File: config.mk
export PLATFORM = sky130hd
export DESIGN_NAME = pmisr_regs
export DESIGN_NICKNAME = d
export VERILOG_FILES = /design/src/core/pmisr_sync.v /design/src/core/pmisr_regs.v
export VERILOG_INCLUDE_DIRS = /design/src /design/src/core
export SDC_FILE = /design/constraint.sdc
export NUM_CORES = 1
export LEC_CHECK = 0
export ABC_AREA = 1
export BUFFER_PORTS_ARGS = -buffer_cell sky130_fd_sc_hd__buf_2
export CAP_MARGIN = 0
export CORE_MARGIN = 1.5
export CORE_UTILIZATION = 35
export DETAILED_ROUTE_END_ITERATION = 8
export PLACE_DENSITY = 0.63
export SLEW_MARGIN = 20
export SYNTH_ARGS = -nofsm -noshare
export SYNTH_HDL_FRONTEND = slang
export SYNTH_HIERARCHICAL = 1
export SYNTH_SLANG_ARGS = --single-unit
File: constraint.sdc
create_clock -name ref_clk_in -period 6.4 [get_ports ref_clk_in]
set_clock_uncertainty 0.1 [all_clocks]
set_input_delay 0 -clock ref_clk_in [delete_from_list [all_inputs] [get_ports ref_clk_in]]
set_output_delay 0 -clock ref_clk_in [all_outputs]
set_load 0.03 [all_outputs]
File: src/core/pmisr_defs.vh
`ifndef PMISR_DEFS_VH
`define PMISR_DEFS_VH
// Register offsets (7-bit register address).
`define PMISR_ADDR_W 7
`define PMISR_OFF_SAMPLE 7'h2a
`define PMISR_OFF_POWER 7'h2c
`define PMISR_OFF_FLAGS 7'h2d
`define PMISR_OFF_KEY 7'h2f
`define PMISR_OFF_STATE 7'h30
// Status word bit positions.
`define PMISR_BIT_ZC 0
`define PMISR_BIT_OC 1
`define PMISR_BIT_OCL 2
`define PMISR_BIT_OV 3
`define PMISR_BIT_UV 4
`define PMISR_BIT_CUST 0
// Customer unlock value.
`define PMISR_UNLOCK_KEY 32'h4f70656e
`define PMISR_KEY_RESET 32'h00000000
`define PMISR_ZERO32 32'h00000000
// Fraction bits of the Q1.15 sample format.
`define PMISR_FRAC 15
// Output selection codes.
`define PMISR_SEL_ZC 2'h0
`define PMISR_SEL_OC 2'h1
`define PMISR_SEL_VOLT 2'h2
`define PMISR_SEL_OCL 2'h3
`endif

File: src/core/pmisr_sync.v
`timescale 1ns/1ps
`include "pmisr_defs.vh"
module pmisr_sync #(
    parameter W = 4
) (
    input wire ref_clk_in,
    input wire srst_in,
    input wire [W-1:0] async_in,
    output reg [W-1:0] sync_out
);
    reg [W-1:0] s1_reg;
    reg [W-1:0] s2_reg;
    reg [W-1:0] s3_reg;
    // A bit is taken only once the second and third stages agree.
    always @(posedge ref_clk_in) begin
        if (srst_in) begin
            s1_reg <= {W{1'b0}};
            s2_reg <= {W{1'b0}};
            s3_reg <= {W{1'b0}};
            sync_out <= {W{1'b0}};
        end else begin
            s1_reg <= async_in;
            s2_reg <= s1_reg;
            s3_reg <= s2_reg;
            sync_out <= (s2_reg & s3_reg) | (sync_out & (s2_reg | s3_reg));
        end
    end
endmodule // pmisr_sync

File: src/core/pmisr_regs.v
// Operation
// RULE1 - The raw voltage sample reads in bits 15:0 of the sample register as signed Q1.15.
// RULE2 - The raw current sample reads in bits 31:16 of the sample register as signed Q1.15.
// RULE3 - Instantaneous power is voltage times current, placed in bits 15:0 as signed Q1.15.
// RULE4 - Status bits are zero-crossing 0, live fault 1, latched fault 2, overvoltage 3, undervoltage 4.
// RULE5 - The zero-crossing flag is always reported, shaped by the half-cycle and square-wave settings.
// RULE6 - The live overcurrent flag is always reported and is set only while the fault is present.
// RULE7 - The latched overcurrent flag sets on the first fault and holds until software writes a 1.
// RULE8 - Overvoltage and undervoltage flags are always reported, each set only while its fault holds.
// RULE9 - Software writes the 32-bit customer value into the key register to gain customer access.
// RULE10 - Bit 0 of the unlock state register reads 1 in customer mode and 0 otherwise.
// RULE11 - Customer mode is set only by the exact unlock value and cleared by any other value.
// RULE12 - Each pin selection picks the flags on its output pin and applies only in the I2C mode.
`timescale 1ns/1ps
`include "pmisr_defs.vh"
module pmisr_regs #(
    parameter SMP_W = 16
) (
    input wire ref_clk_in,
    input wire srst_in,
    input wire [SMP_W-1:0] vsample_in,
    input wire [SMP_W-1:0] isample_in,
    input wire sample_valid_in,
    input wire zc_event_in,
    input wire oc_fault_in,
    input wire ov_fault_in,
    input wire uv_fault_in,
    input wire halfcycle_en_in,
    input wire squarewave_en_in,
    input wire i2c_mode_in,
    input wire [1:0] pin0_sel_in,
    input wire [1:0] pin1_sel_in,
    input wire reg_wr_in,
    input wire reg_rd_in,
    input wire [`PMISR_ADDR_W-1:0] reg_addr_in,
    input wire [31:0] reg_wdata_in,
    output reg [31:0] reg_rdata_out,
    output reg reg_rvalid_out,
    output reg customer_mode_out,
    output reg pin0_out,
    output reg pin1_out
);
    reg [SMP_W-1:0] v_reg;
    reg [SMP_W-1:0] i_reg;
    reg [SMP_W-1:0] p_reg;
    reg [31:0] key_reg;
    reg zc_reg;
    reg oc_latch_reg;
    wire [3:0] flags_sync;
    wire oc_now;
    wire ov_now;
    wire uv_now;
    wire zc_raw;
    wire zc_rise;
    reg zc_prev_reg;
    wire [2*SMP_W-1:0] prod;
    wire [4:0] status;

    // Fault and event inputs come from analogue comparators, so they are synchronised.
    pmisr_sync #(.W(4)) u_sync (
        .ref_clk_in(ref_clk_in),
        .srst_in(srst_in),
        .async_in({uv_fault_in, ov_fault_in, oc_fault_in, zc_event_in}),
        .sync_out(flags_sync)
    );
    assign zc_raw = flags_sync[0];
    assign oc_now = flags_sync[1];
    assign ov_now = flags_sync[2];
    assign uv_now = flags_sync[3];
    assign zc_rise = zc_raw & ~zc_prev_reg;

    // Full product is Q2.30; shifting by the fraction width keeps Q1.15.
    assign prod = $signed(v_reg) * $signed(i_reg);

    // Voltage and current are captured together; power is recomputed every cycle from the held pair, so it follows one cycle later.
    always @(posedge ref_clk_in) begin
        if (srst_in) begin
            v_reg <= {SMP_W{1'b0}};
            i_reg <= {SMP_W{1'b0}};
            p_reg <= {SMP_W{1'b0}};
        end else begin
            if (sample_valid_in) begin
                v_reg <= vsample_in; // [RULE1]
                i_reg <= isample_in; // [RULE2]
            end
            p_reg <= prod[`PMISR_FRAC+SMP_W-1:`PMISR_FRAC]; // [RULE3]
        end
    end

    // Zero-crossing shaping: pulse per crossing, optionally every half-cycle, or a square wave.
    always @(posedge ref_clk_in) begin
        if (srst_in) begin
            zc_prev_reg <= 1'b0;
            zc_reg <= 1'b0;
        end else begin
            zc_prev_reg <= zc_raw;
            if (squarewave_en_in) begin
                zc_reg <= zc_raw; // [RULE5]
            end else if (halfcycle_en_in) begin
                zc_reg <= zc_raw ^ zc_prev_reg; // [RULE5]
            end else begin
                zc_reg <= zc_rise; // [RULE5]
            end
        end
    end

    // Latched fault: a new fault in the clearing cycle wins over the clear.
    always @(posedge ref_clk_in) begin
        if (srst_in) begin
            oc_latch_reg <= 1'b0;
        end else if (oc_now) begin
            oc_latch_reg <= 1'b1; // [RULE7]
        end else if (reg_wr_in && reg_addr_in == `PMISR_OFF_FLAGS &&
                     reg_wdata_in[`PMISR_BIT_OCL]) begin
            oc_latch_reg <= 1'b0; // [RULE7]
        end
    end

    // Key register and customer mode; the mode follows every key write.
    always @(posedge ref_clk_in) begin
        if (srst_in) begin
            key_reg <= `PMISR_KEY_RESET;
            customer_mode_out <= 1'b0;
        end else if (reg_wr_in && reg_addr_in == `PMISR_OFF_KEY) begin
            key_reg <= reg_wdata_in; // [RULE9]
            customer_mode_out <= (reg_wdata_in == `PMISR_UNLOCK_KEY); // [RULE11]
        end
    end

    assign status = {uv_now, ov_now, oc_latch_reg, oc_now, zc_reg}; // [RULE4] [RULE6] [RULE8]

    function pin_pick;
        input [1:0] sel;
        input [4:0] st;
        begin
            if (sel == `PMISR_SEL_ZC) begin
                pin_pick = st[`PMISR_BIT_ZC];
            end else if (sel == `PMISR_SEL_OC) begin
                pin_pick = st[`PMISR_BIT_OC];
            end else if (sel == `PMISR_SEL_VOLT) begin
                pin_pick = st[`PMISR_BIT_OV] | st[`PMISR_BIT_UV];
            end else begin
                pin_pick = st[`PMISR_BIT_OCL];
            end
        end
    endfunction

    // Pins are only meaningful in I2C mode; in SPI mode they serve the bus and stay low here.
    always @(posedge ref_clk_in) begin
        if (srst_in) begin
            pin0_out <= 1'b0;
            pin1_out <= 1'b0;
        end else begin
            pin0_out <= i2c_mode_in & pin_pick(pin0_sel_in, status); // [RULE12]
            pin1_out <= i2c_mode_in & pin_pick(pin1_sel_in, status); // [RULE12]
        end
    end

    // Read port: data one cycle after the read strobe; unmapped addresses read zero.
    always @(posedge ref_clk_in) begin
        if (srst_in) begin
            reg_rdata_out <= `PMISR_ZERO32;
            reg_rvalid_out <= 1'b0;
        end else begin
            reg_rvalid_out <= reg_rd_in;
            if (reg_rd_in) begin
                if (reg_addr_in == `PMISR_OFF_SAMPLE) begin
                    reg_rdata_out <= {i_reg, v_reg}; // [RULE1] [RULE2]
                end else if (reg_addr_in == `PMISR_OFF_POWER) begin
                    reg_rdata_out <= {{(32-SMP_W){1'b0}}, p_reg}; // [RULE3]
                end else if (reg_addr_in == `PMISR_OFF_FLAGS) begin
                    reg_rdata_out <= {27'h0000000, status}; // [RULE4]
                end else if (reg_addr_in == `PMISR_OFF_KEY) begin
                    reg_rdata_out <= key_reg;
                end else if (reg_addr_in == `PMISR_OFF_STATE) begin
                    reg_rdata_out <= {31'h00000000, customer_mode_out}; // [RULE10]
                end else begin
                    reg_rdata_out <= `PMISR_ZERO32;
                end
            end
        end
    end
endmodule // pmisr_regs

==> metrics, run 1 <==
routed length per placed instance=16.0 um; Buffers on Ports=122; Die Width=214 um; Worst slew margin=0.320; Crit Path Max Fanout=14; via count=around 14,000; worst vdd ir=0.164 mV; GRT Overall Usage=0.207; CTS buffer count=17; RSZ-0062 raised after global routing=false; Reg clk slew, reported paths=approximately 0.080 ns; first-pass GRT wire length=73.5 mm; post-synthesis instance area=0.0155 mm2; r2r startpoint=v_reg[15]; CP Launch Type=flop; Hold Crit Class=in -> reg; area grow syn2layout=17.1%; initial antenna violation count=0; DR vias/cell=around 4.8; Ports=123; CTS tree=built; clock buffer depth=2; min Tclk post-route=6.04 ns; core region area=around 0.043 mm2; Post-synth top cells=nand2_1, inv_1, fa_1; worst-skew pair later-pin latency=approximately 0.44 ns; Arr. time, crit path=between 6 and 7 ns; outcome=finished, final reports clean; most common cell in the netlist=nand2_1; Synth Register Bits=135; Final Slew Violations=0; Power, Total=~4.1 mW; Pleak=9.85 nW; ANT nets after route=0; vias in the first global route=14,000; post-synth top area share=0.329; Post-DP HPWL=36.3 mm; Synth area leader=fa_1; r2r setup slk=0.36 ns; final-report setup violation count=0; Setup TNS=0 ns; Die ar.=0.0456 mm2; Layout Nets=~2,700; drc violations=0; Syn Area/Cell=7.51 um2; Starting DRT DRC Count=910; post-route cell area=~0.018 mm2; Cell Pwr Density=about 230 mW/mm2; clock root cell=clkbuf_16; row count=76; gr ovfl total=0; hold wc startpoint=sample_valid_in; Netlist cell types=41; CP Cell Sequence=buf_4 > nand2_1 > fa_1 > fa_1 > inv_1 > fa_1 > inv_1 > fa_1 > inv_1 > fa_1 > fa_1 > ha_1 > a21oi_1 > nand2_1 > a21oi_1 > nand2_1 > a21oi_2 > nand3_1 > nand2_1 > nor2_1; number of max-cap violations=0; largest net degree at the start of global routing=62; n_diodes=0; Worst Tran Pin Value=1.02 ns; Crit path largest cell delay=0.64 ns; Most used DFF post-synth=dfxtp_1; Die Ht=214 um; initial core utilization=0.357; top cells by area, synth=fa_1, dfxtp_1, nand2_1; Fin. Hold Viols=0; DRT Pass-1 Iters=6; fin crit share=0.944; Placed Area=0.0168 mm2; share of layout cells above drive strength 1=0.111; CP delay by family, top=adder cells; Syn Inst Count=2,068; kind of critical path=reg -> reg; net count after synthesis=between 2,000 and 2,500; WP buf/inv=4; EDFF count, synth=0; critical path's slowest cell=fa_1; CTS Sinks=135; Setup crit end kind=flop; Critical Path Most Common Cell=fa_1; Placer Congestion=0.872; async set-reset flop share out of synthesis=0; worst setup path startpoint=v_reg[15]; total wire length=45.2 mm; CTS H-tree lvls=4; required time of the critical path=6.64 ns; sequential fraction of the synthesis area=0.174; Synth Warn #=6; fmax=166 MHz
[report_power, final]
group	total [mW]	switching, mW	internal, mW
clock network	0.972	0.449	0.523
logic	2.15	1.38	0.774
registers	1.01	0.0997	0.915
[kinds of logic (layout without fill, tap and decap cells)]
kind of cell    after synthesis  in the layout  synth area share
simple gates                778            778             0.202
buf+inv                     612            794             0.152
fa+ha+maj                   333            333             0.392
compound gates              203            203            0.0761
flops                       135            135             0.174
xor+xnor                      7              7           0.00395
[layout make-up]
class,count,area [um2]
tap,585,732
clock buffer,18,439
fill,4414,25300
timing repair buffer,251,1780
sequential,135,2710
multi-input combinational,1321,10500
inverter,511,1920
clock inverter,14,131
[worst register-to-register path: cells and delay by family (launching register included)]
kind,cells,cell delay [ns]
adders and majority gates,7,3.54
AOI/OAI and AO/OA,3,0.62
DFF,1,0.46
buffers and inverters,4,0.62
and+or+nand+nor,6,0.62
[through the flow]
step | std cells | util | hold slack, ns | setup WS [ns]
5_1_grt | 2835 | 0.418 | 0.0464 | 0.00991
3_5_place_dp | 2723 | 0.386 | 0.109 | 0.128
4_1_cts | 2835 | 0.418 | 0.00653 | 0.0806
2_1_floorplan | 2068 | - | -0.0288 | 0.797
6_report | 2835 | 0.418 | 0.0317 | 0.361
3_3_place_gp | 2723 | 0.386 | 0.105 | 0.110
[repair_timing]
action,4_1_cts,5_1_grt
setup endpoints to repair,0,7
setup buffers,0,0
endpoints found under the hold margin,73,0
hold buffers,80,0
resized for setup,0,9
[path summary, 6_finish.rpt]
kind,end,cells after the start
worst max-delay path,p_reg[15],20
worst max register to register,p_reg[15],20
worst min-delay path,i_reg[4],3
worst min register to register,u_sync/s2_reg[3],2
[layout by cell type (no fill, tap or decap), types with 5 or more instances in the layout]
cell type | synthesis | final
dfxtp_2 | 0 | 8
nor3_1 | 15 | 15
a21oi_2 | 10 | 11
o21a_1 | 6 | 6
o21ai_0 | 74 | 74
clkbuf_16 | 0 | 17
dfxtp_1 | 135 | 127
ha_1 | 78 | 78
or2_2 | 5 | 5
fa_1 | 255 | 255
a41oi_1 | 9 | 9
nor2_1 | 157 | 157
nand2_2 | 13 | 13
buf_2 | 13 | 122
a21oi_1 | 75 | 74
nand4_1 | 10 | 10
buf_4 | 3 | 49
o211ai_1 | 16 | 16
nand2_1 | 514 | 514
inv_1 | 504 | 504
inv_6 | 0 | 5
dlygate4sd3_1 | 0 | 80
nand3_1 | 52 | 52
[layer usage]
metal | track usage | vias up | share of wire
met5 | 0 | - | 0
met4 | 0.0780 | 0 | 0.036
met3 | 0.0322 | 98 | 0.059
met2 | 0.342 | 393 | 0.49
met1 | 0.275 | 6688 | 0.42
li1 | - | 6408 | -
No activity file was read; power rests on OpenSTA's default activity.
==> inputs of run 2 (changes only) <==
--- a/config.mk
+++ b/config.mk
@@ -12,7 +12,7 @@
 export CORE_MARGIN = 1.5
 export CORE_UTILIZATION = 35
 export DETAILED_ROUTE_END_ITERATION = 8
-export PLACE_DENSITY = 0.63
+export PLACE_DENSITY = 0.65
 export SLEW_MARGIN = 20
 export SYNTH_ARGS = -nofsm -noshare
 export SYNTH_HDL_FRONTEND = slang
==> constraint.sdc (replaced) <==
create_clock -name ref_clk_in -period 5.4 [get_ports ref_clk_in]
set_clock_uncertainty 0.1 [all_clocks]
set_input_delay 0 -clock ref_clk_in [delete_from_list [all_inputs] [get_ports ref_clk_in]]
set_output_delay 0 -clock ref_clk_in [all_outputs]
set_load 0.03 [all_outputs]
==> run 2 against run 1 <==
Net effect: the flow now finishes with violations (setup timing); cell area grew 11%; maximum frequency grew 12%; final cell count grew 4.3%; critical path type unchanged; critical endpoint is now p_reg[1]; largest cell class unchanged.
==> metrics, run 2 (same netlist as run 1, synthesis figures left out) <==
combinational group share of total power=0.613 (was 0.520); FILL cells=4,183 (was 4,414); Critical Path Most Common Cell=fa_1 (unchanged); met1 global-route usage=0.275 (about the same); total wire length=46.4 mm (was 45.2 mm); leading cell type in the layout, fill and taps excluded=nand2_1 (unchanged); P_sw=2.82 mW (was 1.93 mW); n_diodes=0 (unchanged); DRT Pass-1 Iters=5 (was 6); most frequent cells in the layout=nand2_1, inv_1, fa_1 (unchanged); worst vdd ir=0.228 mV (was 0.164 mV); GRT Overall Usage=0.205 (was 0.207); Internal Power=3.39 mW (was 2.21 mW); RSZ-0062 raised after global routing=true (was false); Setup TNS=-0.00593 ns (was 0 ns); Crit Path Max Fanout=10 (was 14); clock buffer depth=2 (unchanged); critical path's slowest cell=fa_1 (unchanged); met3 usage=0.0302 (was 0.0322); Switching Share=0.454 (was 0.465); Starting DRT DRC Count=1,013 (was 910); ANT nets after route=0 (unchanged); Flop pwr share=0.190 (was 0.245); CP delay by family, top=adder cells (unchanged); CP Cell Sequence=buf_12 > nand2_2 > inv_2 > fa_1 > inv_2 > fa_2 > fa_1 > inv_1 > fa_1 > fa_1 > inv_2 > fa_1 > inv_2 > ha_4 > nand2_4 > buf_4 > nor2_4 > inv_4 > nor2_2 > nand2_1 > nand2_2 > o21ai_1 > a21oi_2 > buf_4 (was buf_4 > nand2_1 > fa_1 > fa_1 > inv_1 > fa_1 > inv_1 > fa_1 > inv_1 > fa_1 > fa_1 > ha_1 > a21oi_1 > nand2_1 > a21oi_1 > nand2_1 > a21oi_2 > nand3_1 > nand2_1 > nor2_1); kind of critical path=reg -> reg (unchanged); fin crit share=1.00 (was 0.944); Layout Nets=2,780 (was 2,657); largest net degree at the start of global routing=82 (was 62); Cell Pwr Density=307 mW/mm2 (was 228 mW/mm2); Reg clk slew, reported paths=0.08 ns (about the same); Final Slew Violations=0 (unchanged); worst setup path startpoint=i_reg[4] (was v_reg[15]); CP Launch Type=flop (unchanged); clock root cell=clkbuf_16 (unchanged); area grow syn2layout=30.3% (was 17.1%); final hold slack=0.00291 ns (was 0.0317 ns); violated checks=setup timing; Die Width=214 um (unchanged); via count=14,100 (was 13,600); WP buf/inv=9 (was 4); clock group share of total power=0.197 (was 0.235); initial antenna violation count=0 (unchanged); Hold Crit Class=in -> reg (unchanged); final-report setup violation count=1 (was 0); storage element area=0.00277 mm2 (was 0.00271 mm2); gr ovfl total=0 (unchanged); drc violations=0 (unchanged); worst-skew pair later-pin latency=0.45 ns (was 0.44 ns); Buffers on Ports=122 (unchanged); number of max-cap violations=0 (unchanged); r2r startpoint=i_reg[4] (was v_reg[15]); core region area=0.0435 mm2 (unchanged); CTS Sinks=135 (unchanged); vias in the first global route=14,100 (was 14,000); Die Ht=214 um (unchanged); Fin. Hold Viols=0 (unchanged); footprint of the multi-input gates=0.0112 mm2 (was 0.0105 mm2); Placer Congestion=0.939 (was 0.872); gr busiest metal=met2 (unchanged); initial core utilization=0.357 (unchanged); CTS buffer count=17 (unchanged); Worst slew margin=0.334 (was 0.320); fmax=185 MHz (was 166 MHz); Ports=123 (unchanged); hold wc startpoint=reg_addr_in[4] (was sample_valid_in); Die ar.=0.0456 mm2 (unchanged); CTS tree=built (unchanged); required time of the critical path=5.70 ns (was 6.64 ns); GRT met2 Usage=0.343 (was 0.342); Crit path largest cell delay=0.58 ns (was 0.64 ns); setup ws final=-0.00593 ns (was 0.361 ns); outcome=finished with violations (was finished, final reports clean); min Tclk post-route=5.41 ns (was 6.04 ns); DR vias/cell=4.76 (was 4.79); Worst Tran Pin Value=1.00 ns (was 1.02 ns); row count=76 (unchanged); first-pass GRT wire length=73.0 mm (was 73.5 mm); Arr. time, crit path=5.70 ns (was 6.27 ns); Pleak=10.7 nW (was 9.85 nW); Post-DP HPWL=36.3 mm (about the same); routed length per placed instance=15.7 um (was 16.0 um); Setup crit end kind=flop (unchanged); share of layout cells above drive strength 1=0.236 (was 0.111); CTS H-tree lvls=4 (unchanged)
run 2: worst register-to-register path: cells and delay by family (launching register included):
kind	cells	cell delay, ns
adders and majority gates	7	3.33
AOI/OAI and AO/OA	2	0.28
buffers and inverters	9	0.79
and+or+nand+nor	6	0.52
DFF	1	0.36
run 2: final cells by class:
cell class | count | share of cell area
Sequential cell | 135 | 0.137
Tap cell | 585 | 0.0362
Clock inverter | 15 | 0.00946
Clock buffer | 17 | 0.0210
Multi-Input combinational cell | 1321 | 0.554
Timing Repair Buffer | 374 | 0.147
Inverter | 511 | 0.0952
run 2: worst paths after layout:
kind | to | slack, ns | cells past startpoint
worst max-delay path | p_reg[1] | -0.006 | 24
worst min-delay path | oc_latch_reg | 0.003 | 5
worst max register to register | p_reg[1] | -0.006 | 24
worst min register to register | u_sync/s2_reg[3] | 0.30 | 2
run 2: layer usage:
metal / share of wire / up-vias
met5: 0 / -
met3: 0.054 / 62
met4: 0.021 / 0
li1: - / 6664
met2: 0.50 / 395
met1: 0.42 / 6952
run 2: per-stage QoR:
step	cells	utilization	setup slack (ns)	instance area, um2	total power, mW
after floorplan	2068	-	0.00650	15500	2.93
after global routing	2958	0.466	-0.198	20200	6.66
after global placement	2831	0.411	-0.372	17800	4.11
final	2958	0.466	-0.00593	20200	6.21
after detailed placement	2831	0.411	-0.384	17800	4.14
after CTS	2944	0.449	-0.0160	19500	5.66
run 2: power by group through the flow:
stage               clock [mW]  sequential (mW)  combinational (mW)
CTS                       1.24             1.19                3.23
detailed placement           0             1.21                2.94
finish                    1.23             1.18                3.81
floorplan                    0             1.14                1.78
global route              1.28             1.19                4.20
global placement             0             1.21                2.90
run 2: timing repair:
action	in CTS	in global routing
endpoints found under the hold margin	73	0
hold buffers	79	0
gates cloned	0	0
pin swaps	6	66
endpoints found under the setup margin	16	16
setup buffers	2	15
resized for setup	69	189
